===== config.mk =====
export PLATFORM = sky130hd
export DESIGN_NAME = dmr_top
export DESIGN_NICKNAME = d
export VERILOG_FILES = /design/src/dmr_pkg.sv /design/src/dmr_sync.sv /design/src/dmr_fifo_slice.sv /design/src/dmr_top.sv
export SDC_FILE = /design/constraint.sdc
export NUM_CORES = 1
export LEC_CHECK = 0
export ABC_AREA = 1
export BUFFER_PORTS_ARGS = -buffer_cell sky130_fd_sc_hd__buf_2
export CORE_MARGIN = 3
export CORE_UTILIZATION = 66
export DETAILED_ROUTE_END_ITERATION = 10
export GPL_TIMING_DRIVEN = 0
export PLACE_DENSITY = 0.85
export SYNTH_ARGS = -nofsm -noshare
export SYNTH_HDL_FRONTEND = slang
export SYNTH_SLANG_ARGS = --single-unit

===== constraint.sdc =====
create_clock -name clk_i -period 6.3 [get_ports clk_i]
set_input_delay 0.945 -clock clk_i [delete_from_list [all_inputs] [get_ports clk_i]]
set_output_delay 0.945 -clock clk_i [all_outputs]
set_load 0.02 [all_outputs]

===== src/dmr_pkg.sv =====
// constants, types and register map of the diagnostic message reassembler
// assumes a single 250 MHz clock domain and a 32-bit APB register bus
package dmr_pkg;
  // ***********************************************************************
  // register map and bus widths
  // ***********************************************************************
  localparam int unsigned ADDR_W        = 8;
  localparam int unsigned DATA_W        = 32;
  localparam logic [7:0]  STATUS_OFS    = 8'h00;
  localparam logic [7:0]  DATA_OFS      = 8'h04;
  localparam logic [7:0]  IRQ_STAT_OFS  = 8'h08;
  localparam logic [7:0]  IRQ_MASK_OFS  = 8'h0C;
  // status register fields
  localparam int unsigned ST_AVAIL      = 0;
  localparam int unsigned ST_MSG        = 1;
  localparam int unsigned ST_LOCK       = 2;
  localparam int unsigned ST_NOT_EMPTY  = 3;
  localparam int unsigned ST_FULL       = 4;
  localparam int unsigned ST_W          = 5;
  // interrupt status and mask fields
  localparam int unsigned IRQ_DONE      = 0;
  localparam int unsigned IRQ_ABORT     = 1;
  localparam int unsigned IRQ_DROP      = 2;
  localparam int unsigned IRQ_LOCK      = 3;
  localparam int unsigned IRQ_W         = 4;
  localparam logic [3:0]  IRQ_MASK_RST  = 4'h0;
  // ***********************************************************************
  // receive path and buffer geometry
  // ***********************************************************************
  localparam int unsigned DET_W         = 13;
  localparam int unsigned TAP_POS       = 7;
  localparam int unsigned BYTE_W        = 8;
  localparam int unsigned WORD_W        = 16;
  localparam int unsigned SLICE_W       = 4;
  localparam int unsigned SLICES        = 4;
  localparam int unsigned DEPTH         = 16;
  localparam int unsigned PTR_W         = 4;
  localparam logic [4:0]  FIFO_FULL_CNT = 5'h10;
  localparam logic [7:0]  IDLE_PAT      = 8'h7E;
  localparam logic [7:0]  ABORT_PAT     = 8'hFF;
  localparam logic [6:0]  STUFF_PAT     = 7'h3E;
  localparam logic [3:0]  LOCK_PRESET   = 4'h9;
  localparam logic [3:0]  LOCK_MAX      = 4'hF;
  localparam logic [7:0]  PAD_BYTE      = 8'h00;

  typedef struct packed {
    logic abort;
    logic idle;
    logic skip;
  } dmr_rx_evt_t;

  typedef enum logic {DMR_IDLE = 1'b0, DMR_MSG = 1'b1} dmr_msg_t;
  typedef enum logic {DMR_UPPER = 1'b0, DMR_LOWER = 1'b1} dmr_half_t;
endpackage : dmr_pkg


===== src/dmr_sync.sv =====
// two-flop synchroniser for levels arriving from outside the clock domain
// assumes inputs are plain levels; the first stage feeds only the second
`timescale 1ns/100ps
module dmr_sync import dmr_pkg::*; #(
  parameter int unsigned W = 2
) (
  input  wire logic         clk_i,
  input  wire logic         rst_i,
  input  wire logic [W-1:0] d_i,
  output logic      [W-1:0] q_o
);
  logic [W-1:0] meta;

  // plain two-stage capture, reset to zero
  always_ff @(posedge clk_i) begin
    if (rst_i) begin
      meta <= '0;
      q_o  <= '0;
    end else begin
      meta <= d_i;
      q_o  <= meta;
    end
  end
endmodule : dmr_sync


===== src/dmr_fifo_slice.sv =====
// one 4-bit wide, 16-entry first-in first-out slice of the output buffer
// assumes the caller never relies on a push when full or a pop when empty
`timescale 1ns/100ps
module dmr_fifo_slice import dmr_pkg::*; (
  input  wire logic               clk_i,
  input  wire logic               rst_i,
  input  wire logic               wr_i,
  input  wire logic [SLICE_W-1:0] din_i,
  input  wire logic               rd_i,
  output logic      [SLICE_W-1:0] dout_o,
  output logic                    full_o,
  output logic                    empty_o
);
  logic [SLICE_W-1:0] mem [DEPTH];
  logic [PTR_W-1:0]   wptr;
  logic [PTR_W-1:0]   rptr;
  logic [PTR_W:0]     cnt;
  logic               push;
  logic               pop;

  // guarded strobes keep the pointers honest at either limit
  assign full_o  = (cnt == FIFO_FULL_CNT);
  assign empty_o = (cnt == '0);
  assign push    = wr_i & ~full_o;
  assign pop     = rd_i & ~empty_o;
  assign dout_o  = mem[rptr];

  // storage, no reset needed: only read behind the count
  always_ff @(posedge clk_i) begin
    if (push) begin
      mem[wptr] <= din_i;
    end
  end

  // pointers and occupancy
  always_ff @(posedge clk_i) begin
    if (rst_i) begin
      wptr <= '0;
      rptr <= '0;
      cnt  <= '0;
    end else begin
      if (push) wptr <= wptr + 4'h1;
      if (pop) rptr <= rptr + 4'h1;
      case ({push, pop})
        2'b10:   cnt <= cnt + 5'h01;
        2'b01:   cnt <= cnt - 5'h01;
        default: cnt <= cnt;
      endcase
    end
  end
endmodule : dmr_fifo_slice


===== src/dmr_top.sv =====
// diagnostic message reassembler: looped-back bit stream to 16-bit words
// assumes an APB master on clk_i and a link clock far slower than clk_i
//
// How it works
// RULE1: sixteen-word buffer from four 4-bit slices
// RULE2: upper and lower halves share byte register
// RULE3: controller reads words via data command
// RULE4: read pulse through two flops: drive, pop
// RULE5: abort, idle, skip and empty steer assembly; the code steers it with abort, idle and skip only
// RULE6: abort clears available, progress and lock
// RULE7: first idle presets counter to nine
// RULE8: registered carry gives lock pulse, sets lock
// RULE9: lock pulse re-presets counter every byte
// RULE10: idles at lock pulse keep progress idle
// RULE11: lock pulse without idle marks start
// RULE12: start sets progress, enables half gates
// RULE13: one half at a time, upper first
// RULE14: each byte written, then half toggles
// RULE15: closing idle writes lower, flags data
// RULE16: byte register taps eighth detect stage
// RULE17: stuffing pattern gates byte register shift
// RULE18: writes into a full buffer are dropped
//
// The APB slave port and the register offsets are this design's own decisions.
`timescale 1ns/100ps
module dmr_top import dmr_pkg::*; (
  input  wire logic              clk_i,
  input  wire logic              rst_i,
  input  wire logic              link_clk_i,
  input  wire logic              link_data_i,
  input  wire logic              psel_i,
  input  wire logic              penable_i,
  input  wire logic              pwrite_i,
  input  wire logic [ADDR_W-1:0] paddr_i,
  input  wire logic [DATA_W-1:0] pwdata_i,
  output logic      [DATA_W-1:0] prdata_o,
  output logic                   pready_o,
  output logic                   pslverr_o,
  output logic                   irq_o
);
  // ***********************************************************************
  // link sampling and receive shift registers
  // ***********************************************************************
  logic [1:0]        link_sync;
  logic              link_clk_q;
  logic              bit_tick;
  logic              tick_d;
  logic [DET_W-1:0]  detect_shift_register;
  logic [BYTE_W-1:0] byte_shift_register;
  logic              skip_armed;
  logic              gated_byte_clock;
  logic              step_en;
  dmr_rx_evt_t       rx_evt;
  dmr_msg_t          message_in_progress_flag;

  dmr_sync #(.W(2)) u_sync (
    .clk_i (clk_i),
    .rst_i (rst_i),
    .d_i   ({link_clk_i, link_data_i}),
    .q_o   (link_sync)
  );

  // rising edge of the sampled link clock; data is stable around it
  always_ff @(posedge clk_i) begin
    if (rst_i) begin
      link_clk_q <= 1'b0;
      bit_tick   <= 1'b0;
      tick_d     <= 1'b0;
    end else begin
      link_clk_q <= link_sync[1];
      bit_tick   <= link_sync[1] & ~link_clk_q;
      tick_d     <= bit_tick;
    end
  end

  // newest bit enters at index 0
  always_ff @(posedge clk_i) begin
    if (rst_i) begin
      detect_shift_register <= '0;
    end else if (bit_tick) begin
      detect_shift_register <= {detect_shift_register[DET_W-2:0],
                                link_sync[0]};
    end
  end

  // frame decode one cycle after each shift
  assign rx_evt.abort = tick_d &
    (detect_shift_register[BYTE_W-1:0] == ABORT_PAT);
  assign rx_evt.idle  = tick_d &
    (detect_shift_register[BYTE_W-1:0] == IDLE_PAT);
  assign rx_evt.skip  = tick_d & skip_armed;                     // RULE5

  // the stuffed zero sits one stage short of the tap when matched,
  // so the gate is armed now and used on the following step
  always_ff @(posedge clk_i) begin
    if (rst_i) begin
      skip_armed <= 1'b0;
    end else if (tick_d) begin
      skip_armed <= (message_in_progress_flag == DMR_MSG) &&
        (detect_shift_register[DET_W-1 -: 7] == STUFF_PAT);      // RULE17
    end
  end

  // a stripped bit also stalls the byte cadence, keeping alignment
  assign step_en          = tick_d & ~rx_evt.skip;
  assign gated_byte_clock = step_en;                             // RULE17

  // first received bit ends up in the byte's top bit
  always_ff @(posedge clk_i) begin
    if (rst_i) begin
      byte_shift_register <= '0;
    end else if (gated_byte_clock) begin
      byte_shift_register <= {byte_shift_register[BYTE_W-2:0],
                              detect_shift_register[TAP_POS]};   // RULE16
    end
  end

  // ***********************************************************************
  // idle lock and message sequencing
  // ***********************************************************************
  logic [3:0] lock_counter;
  logic       ripple_carry;
  logic       carry_register_flop;
  logic       lock_evt;
  logic       idle_lock_flag;
  logic       data_available_flag;
  dmr_half_t  half_select_toggle;
  logic       start_evt;
  logic       mid_evt;
  logic       end_evt;

  assign ripple_carry = (lock_counter == LOCK_MAX);
  assign lock_evt     = step_en & carry_register_flop;
  assign start_evt    = lock_evt & ~rx_evt.idle & idle_lock_flag &
                        (message_in_progress_flag == DMR_IDLE);  // RULE11
  assign mid_evt      = lock_evt & ~rx_evt.idle &
                        (message_in_progress_flag == DMR_MSG);
  assign end_evt      = lock_evt & rx_evt.idle &
                        (message_in_progress_flag == DMR_MSG);

  // counter parks at zero until an idle frame primes it
  always_ff @(posedge clk_i) begin
    if (rst_i || rx_evt.abort) begin
      lock_counter <= '0;
    end else if (step_en) begin
      if (lock_evt) begin
        lock_counter <= LOCK_PRESET;                             // RULE9
      end else if (rx_evt.idle && !idle_lock_flag) begin
        lock_counter <= LOCK_PRESET;                             // RULE7
      end else if (lock_counter != '0) begin
        lock_counter <= lock_counter + 4'h1;
      end
    end
  end

  // carry registered once: the lock pulse lands on the idle slot
  always_ff @(posedge clk_i) begin
    if (rst_i || rx_evt.abort) begin
      carry_register_flop <= 1'b0;
    end else if (step_en) begin
      carry_register_flop <= ripple_carry;                       // RULE8
    end
  end

  // lock state
  always_ff @(posedge clk_i) begin
    if (rst_i || rx_evt.abort) begin
      idle_lock_flag <= 1'b0;                                    // RULE6
    end else if (lock_evt) begin
      idle_lock_flag <= 1'b1;                                    // RULE8
    end
  end

  // message state; repeated idles simply leave it idle
  always_ff @(posedge clk_i) begin
    if (rst_i || rx_evt.abort) begin
      message_in_progress_flag <= DMR_IDLE;                      // RULE6
    end else begin
      case (message_in_progress_flag)
        DMR_IDLE: begin
          if (start_evt) message_in_progress_flag <= DMR_MSG;    // RULE12
        end
        DMR_MSG: begin
          if (end_evt) message_in_progress_flag <= DMR_IDLE;     // RULE15
        end
        default: message_in_progress_flag <= DMR_IDLE;
      endcase
    end
  end

  // half select: upper first, flips on each byte of the message
  always_ff @(posedge clk_i) begin
    if (rst_i || rx_evt.abort) begin
      half_select_toggle <= DMR_UPPER;
    end else if (start_evt || end_evt) begin
      half_select_toggle <= DMR_UPPER;                           // RULE13
    end else if (mid_evt) begin
      half_select_toggle <= (half_select_toggle == DMR_UPPER) ?
                            DMR_LOWER : DMR_UPPER;               // RULE14
    end
  end

  // set by a finished message; the set wins over an abort clear
  always_ff @(posedge clk_i) begin
    if (rst_i) begin
      data_available_flag <= 1'b0;
    end else if (end_evt) begin
      data_available_flag <= 1'b1;                               // RULE15
    end else if (rx_evt.abort) begin
      data_available_flag <= 1'b0;                               // RULE6
    end
  end

  // ***********************************************************************
  // output buffer and write gates
  // ***********************************************************************
  logic [SLICES-1:0]  sl_full;
  logic [SLICES-1:0]  sl_empty;
  logic [WORD_W-1:0]  head_word;
  logic [WORD_W-1:0]  word_in;
  logic [BYTE_W-1:0]  upper_byte;
  logic               wr_upper;
  logic               wr_lower;
  logic               drop_up;
  logic               push_up;
  logic               push_lo;
  logic               pair_drop;
  logic               drop_evt;
  logic               pop;
  logic               fifo_empty_n;
  logic               rd_stage1;
  logic               rd_stage2;

  // an odd-length message closes with a zero upper byte so that
  // both halves hold the same number of entries once each message has closed
  assign wr_upper   = (mid_evt || end_evt) &&
                      (half_select_toggle == DMR_UPPER);         // RULE14
  assign wr_lower   = (mid_evt && half_select_toggle == DMR_LOWER) ||
                      end_evt;                                   // RULE15
  assign upper_byte = end_evt ? PAD_BYTE : byte_shift_register;
  assign word_in    = {upper_byte, byte_shift_register};         // RULE2
  assign drop_up    = wr_upper & sl_full[SLICES-1];
  assign push_up    = wr_upper & ~sl_full[SLICES-1];             // RULE18
  assign push_lo    = wr_lower & ~sl_full[0] &
                      ~(pair_drop | drop_up);                    // RULE18
  assign drop_evt   = (wr_upper | wr_lower) & ~(push_up | push_lo);
  assign fifo_empty_n = ~sl_empty[0];
  assign pop        = rd_stage2 & fifo_empty_n;                  // RULE4

  // a dropped upper byte takes its lower partner with it
  always_ff @(posedge clk_i) begin
    if (rst_i) begin
      pair_drop <= 1'b0;
    end else if (wr_lower) begin
      pair_drop <= 1'b0;
    end else if (drop_up) begin
      pair_drop <= 1'b1;
    end
  end

  // two upper slices, two lower slices
  for (genvar i = 0; i < SLICES; i++) begin : g_slice
    dmr_fifo_slice u_slice (                                     // RULE1
      .clk_i   (clk_i),
      .rst_i   (rst_i),
      .wr_i    ((i >= SLICES / 2) ? push_up : push_lo),
      .din_i   (word_in[i*SLICE_W +: SLICE_W]),
      .rd_i    (pop),
      .dout_o  (head_word[i*SLICE_W +: SLICE_W]),
      .full_o  (sl_full[i]),
      .empty_o (sl_empty[i])
    );
  end

  // ***********************************************************************
  // APB slave, read command pipeline and interrupts
  // ***********************************************************************
  logic              setup_ph;
  logic              access_ph;
  logic              mapped;
  logic              is_data_rd;
  logic              read_word_pulse_n;
  logic              wr_stat;
  logic              wr_mask;
  logic [IRQ_W-1:0]  irq_set;
  logic [IRQ_W-1:0]  irq_status;
  logic [IRQ_W-1:0]  irq_mask;
  logic [ST_W-1:0]   status_val;
  logic [DATA_W-1:0] rd_mux;
  logic              lock_rise;

  assign setup_ph   = psel_i & ~penable_i;
  assign access_ph  = psel_i & penable_i;
  assign mapped     = (paddr_i == STATUS_OFS) || (paddr_i == DATA_OFS) ||
                      (paddr_i == IRQ_STAT_OFS) ||
                      (paddr_i == IRQ_MASK_OFS);
  assign is_data_rd = ~pwrite_i & (paddr_i == DATA_OFS);
  // the read command is decoded once per data-register access
  assign read_word_pulse_n = ~(access_ph & is_data_rd &
                               ~rd_stage1 & ~rd_stage2);         // RULE3
  assign pready_o   = ~is_data_rd | rd_stage2;
  assign pslverr_o  = access_ph & ~mapped;
  assign wr_stat    = access_ph & pwrite_i & (paddr_i == IRQ_STAT_OFS);
  assign wr_mask    = access_ph & pwrite_i & (paddr_i == IRQ_MASK_OFS);

  // read pulse through two flops: first drives data, second pops
  always_ff @(posedge clk_i) begin
    if (rst_i) begin
      rd_stage1 <= 1'b0;
      rd_stage2 <= 1'b0;
    end else begin
      rd_stage1 <= ~read_word_pulse_n;                           // RULE4
      rd_stage2 <= rd_stage1;                                    // RULE4
    end
  end

  assign status_val = {sl_full[0], fifo_empty_n, idle_lock_flag,
                       message_in_progress_flag == DMR_MSG,
                       data_available_flag};

  // register read value, chosen in the setup cycle
  always_comb begin
    rd_mux = '0;
    case (paddr_i)
      STATUS_OFS:   rd_mux[ST_W-1:0]  = status_val;
      IRQ_STAT_OFS: rd_mux[IRQ_W-1:0] = irq_status;
      IRQ_MASK_OFS: rd_mux[IRQ_W-1:0] = irq_mask;
      default:      rd_mux = '0;
    endcase
  end

  // read data from flops; an empty buffer reads as zero
  always_ff @(posedge clk_i) begin
    if (rst_i) begin
      prdata_o <= '0;
    end else if (rd_stage1) begin
      prdata_o <= fifo_empty_n ? {16'h0000, head_word} : '0;     // RULE4
    end else if (setup_ph && !pwrite_i) begin
      prdata_o <= rd_mux;
    end
  end

  // interrupt mask
  always_ff @(posedge clk_i) begin
    if (rst_i) begin
      irq_mask <= IRQ_MASK_RST;
    end else if (wr_mask) begin
      irq_mask <= pwdata_i[IRQ_W-1:0];
    end
  end

  assign lock_rise = lock_evt & ~idle_lock_flag;
  assign irq_set   = {lock_rise, drop_evt, rx_evt.abort, end_evt};

  // sticky events, write one to clear, a new event beats the clear
  always_ff @(posedge clk_i) begin
    if (rst_i) begin
      irq_status <= '0;
    end else begin
      irq_status <= irq_set |
        (irq_status & ~({IRQ_W{wr_stat}} & pwdata_i[IRQ_W-1:0]));
    end
  end

  assign irq_o = |(irq_status & irq_mask);
endmodule : dmr_top


==> parameters.txt <==
Parameter                              Value

Power and ir drop
  Pleak ... 7.26 nW
  Final total power ... 5.05 mW
  Power Dens Cells ... 270 mW/mm^2
  VDD IR-drop max ... 0.000216 V

Clocking
  Clock root buffer master ... sky130_fd_sc_hd__clkbuf_16
  Number of buffers on the longest clock path ... 3
  Count of H-tree levels built during CTS ... 2
  Total clock buffers created by CTS ... 40
  Quantity of hold-fixing buffers added after cts ... 0
  Worst skew pair latency ... 520 ps
  TritonCTS clock tree ... done
  Resized cells post-CTS ... 0
  Clock transition at path regs ... 60 ps
  CTS sink cnt ... 389
  Setup fix buffers added after clock tree synthesis ... 0

Setup path
  Crit path max-delay cell type ... sky130_fd_sc_hd__clkbuf_1
  Beginning of the worst register-to-register path ... g_slice[3].u_slice.cnt[1]$_SDFFE_PP0P_
  CP Capture Type ... output pin
  Setup slack of the worst register-to-register path ... 3240 ps
  Crit path buffers/inverters ... 5
  Cells along the critical path ... buf_2 -> inv_1 -> nand2_1 -> nor2_1 -> clkbuf_1 -> nand4_1 -> inv_1 -> nand2_1 -> buf_2
  Worst setup path class ... primary input to output pin
  Critical-path maximum fanout ... 10
  Startpoint kind of the worst setup timing path ... primary input
  Worst endpoint required time ... 5350 ps
  Data arrival time of the worst path ... 2270 ps
  Kind of cell adding the most delay to the critical path ... buffers and inverters
  Longest individual stage delay on the worst path ... 370 ps
  R2R Path End ... g_slice[2].u_slice.cnt[4]$_SDFFE_PP0P_
  R2r worst-path depth ... 17
  Setup crit start ... paddr_i[4]

Routing
  Routed via count ... 12829
  First-pass iteration count of the detailed router ... 6
  Total DRC errors in the routed layout ... 0
  Drt first-iter violations ... 1397
  Average wire length per cell after detail routing ... 17.7 um
  Number of vias per cell after detailed routing ... 5.80
  Wirelength, routed ... 39100 um
  Detail Route Antenna Nets ... 0

Placed design
  Final estimated routing congestion in global placement ... 0.925
  Input/output buffers ... 36
  Placed inst area ... 0.0175 mm^2
  Post-place setup slack ... 3150 ps
  Placed wire-length estimate after detailed placement ... 26500 um

Timing
  Share of the cycle needed by the critical path after routing ... 0.510
  Slack of the critical path ... 3090 ps
  Final setup violation count ... 0
  Setup repair after global routing missed its margin ... false
  Measured slew at the worst slew-check pin ... 1310 ps
  Max-slew violation count ... 0
  Worst slew margin ... 0.125
  Final min period ... 3210 ps
  Worst clock skew on the final layout ... 14.2 ps
  Endpoints failing hold ... 0
  Setup TNS ... 0 ps
  Max Freq ... 311 MHz

Floorplan
  Die Area ... 0.0274 mm^2
  Effective utilization at floorplan ... 0.681
  Number of top-level design ports ... 82
  Height of the chip ... 166 um
  Horiz. Die Dim ... 166 um
  Core footprint ... 0.0247 mm^2
  Std-Cell Rows ... 57

Logic synthesis
  Post-synth ARST share ... 0
  Seq cells post-synth ... 389
  Sequential element share of the synthesized area ... 0.616
  Multiplexer area fraction after synthesis ... 0
  Area of the mapped netlist ... 0.0168 mm^2
  Compound-cell area share of the yosys netlist ... 0.0864
  Leading post-synthesis cells by cell area ... sky130_fd_sc_hd__edfxtp_1 46%, sky130_fd_sc_hd__dfxtp_1 16%, sky130_fd_sc_hd__nand2_1 7.5%
  Synthesized-area fraction occupied by and/or/nand/nor cells ... 0.201
  Fraction of post-synthesis cell area in the top cell type by area ... 0.457
  Number of synthesized flops with an enable pin ... 256
  Synthesized netlist cell count ... 1765
  Adder-cell share of the synthesized area ... 0.0307
  Xor/xnor cell area share of the yosys netlist ... 0.0109
  Combinational family with the most area after synthesis ... simple AND/OR/NAND/NOR gates
  Count of yosys warnings during synthesis ... 0
  Primary flip-flop cell chosen by synthesis mapping ... sky130_fd_sc_hd__edfxtp_1
  Area leader, netlist ... sky130_fd_sc_hd__edfxtp_1
  Per-instance average area after synthesis ... 9.53 um^2
  Number of library cell types mapped by synthesis ... 43

Global routing
  Overflow left after global routing ... 0
  Global-route usage over all layers ... 0.279
  First-pass GRT wire length ... 62200 um
  Largest net degree at the start of global routing ... 19
  Number of antenna violations at the first check in global routing ... 0
  Vias in the first global route ... 12524

Min path
  Hold worst-path end ... u_sync.q_o[1]$_SDFF_PP0_
  Depth of the worst hold-timing path ... 2
  HP Class ... flip-flop to flip-flop
  Launch point of the worst hold path ... u_sync.meta[1]$_SDFF_PP0_

Layout
  Area delta synth->final ... 11.4%
  Post-Layout Inst Area ... 0.0187 mm^2
  Number of nets in the finished design ... 1945
  Antenna fix cells ... 0
  Fraction of final layout cells with drive strength greater than 1 ... 0.0742

Flow run
  Maxcap violations ... 0

Run status
  Status ... completed
where the power goes:
part	switching (mW)	internal, mW	total, mW
Clock	0.933	1.33	2.26
Sequential	0.0108	2.70	2.72
Combinational	0.0562	0.0217	0.0778
Yosys cell counts, drive strengths merged, types with 5 or more instances:
cell,number
nand4,10
dfxtp,133
nand2,337
o211ai,26
a21oi,95
buf,32
xnor2,5
clkbuf,43
nor2,315
edfxtp,256
xor2,16
ha,38
nor3,7
nand3,141
inv,150
o21ai,138
kinds of logic (layout without fill, tap and decap cells):
| kind of cell | Yosys count | count (layout) |
|---|---|---|
| and+or+nand+nor | 817 | 817 |
| DFF | 389 | 389 |
| AOI/OAI and AO/OA | 268 | 268 |
| buffers and inverters | 229 | 337 |
| adders and majority gates | 40 | 40 |
| xor gates and xnor gates | 21 | 21 |
| other | 1 | 16 |
cell type report:
cell class                 instances  area [um^2]
fill                            1645         5950
clock buffer                      62         1220
buffer                            75          358
multi-input combinational       1162         5590
sequential                       389        10300
clock inverter                    10         52.6
tap                              324          405
timing repair buffer              36          180
inverter                         154          578
tightest hold or removal path, cell delays in order, from the launching register on:
cell	delay, ps
sky130_fd_sc_hd__dfxtp_1	290
sky130_fd_sc_hd__inv_1	50
sky130_fd_sc_hd__nor2_1	30
per-layer routing:
| layer | up-vias | global-route usage | share of wire |
|---|---|---|---|
| met5 | - | 0 | 0 |
| met1 | 5948 | 0.381 | 0.40 |
| met3 | 137 | 0.0434 | 0.087 |
| met2 | 674 | 0.451 | 0.47 |
| li1 | 6070 | - | - |
| met4 | 0 | 0.119 | 0.039 |
stage by stage:
| step | hold slack [ps] | std cells | utilization |
|---|---|---|---|
| after global placement | 411 | 2140 | 0.707 |
| after detailed placement | 409 | 2140 | 0.707 |
| after global routing | 430 | 2212 | 0.759 |
| after CTS | 418 | 2212 | 0.759 |
| after floorplan | 374 | 1780 | - |
| final | 414 | 2212 | 0.759 |
worst max-delay path by stage:
stage                                             endpoint  cells past startpoint  slack [ps]
floorplan                                        pslverr_o                      7        3430
global placement                                  pready_o                      9        3180
detailed placement                                pready_o                      9        3150
CTS                                               pready_o                      9        3140
global route        g_slice[3].u_slice.cnt[4]$_SDFFE_PP0P_                     14        2900
finish                                            pready_o                      9        3090
sequential cells by signal (all words and copies together) (netlist names), 2 cells and up, named ones only:
signal and cells:
g_slice.u_slice.mem 256, detect_shift_register 13, lock_counter 4, irq_status 4, g_slice.u_slice.wptr 16, g_slice.u_slice.cnt 20, byte_shift_register 8, u_sync.meta 2
irq_mask 4, prdata_o 16, u_sync.q_o 2, g_slice.u_slice.rptr 16
cell usage in the layout, fill, tap and decap left out, drive strengths merged:
| cell | Yosys | layout |
|---|---|---|
| a211oi | 2 | 2 |
| a21boi | 2 | 2 |
| a21oi | 95 | 95 |
| a31oi | 2 | 2 |
| buf | 32 | 68 |
| clkbuf | 43 | 105 |
| clkinv | 4 | 13 |
| conb | 1 | 16 |
| dfxtp | 133 | 133 |
| edfxtp | 256 | 256 |
| fa | 2 | 2 |
| ha | 38 | 38 |
| inv | 150 | 151 |
| nand2 | 337 | 337 |
| nand3 | 141 | 141 |
| nand3b | 1 | 1 |
| nand4 | 10 | 10 |
| nor2 | 315 | 315 |
| nor3 | 7 | 7 |
| nor3b | 2 | 2 |
| nor4 | 2 | 2 |
| o211ai | 26 | 26 |
| o21ai | 138 | 138 |
| o21bai | 2 | 2 |
| o221a | 1 | 1 |
| or2 | 2 | 2 |
| xnor2 | 5 | 5 |
| xor2 | 16 | 16 |
(Power assumes the default switching activity.)
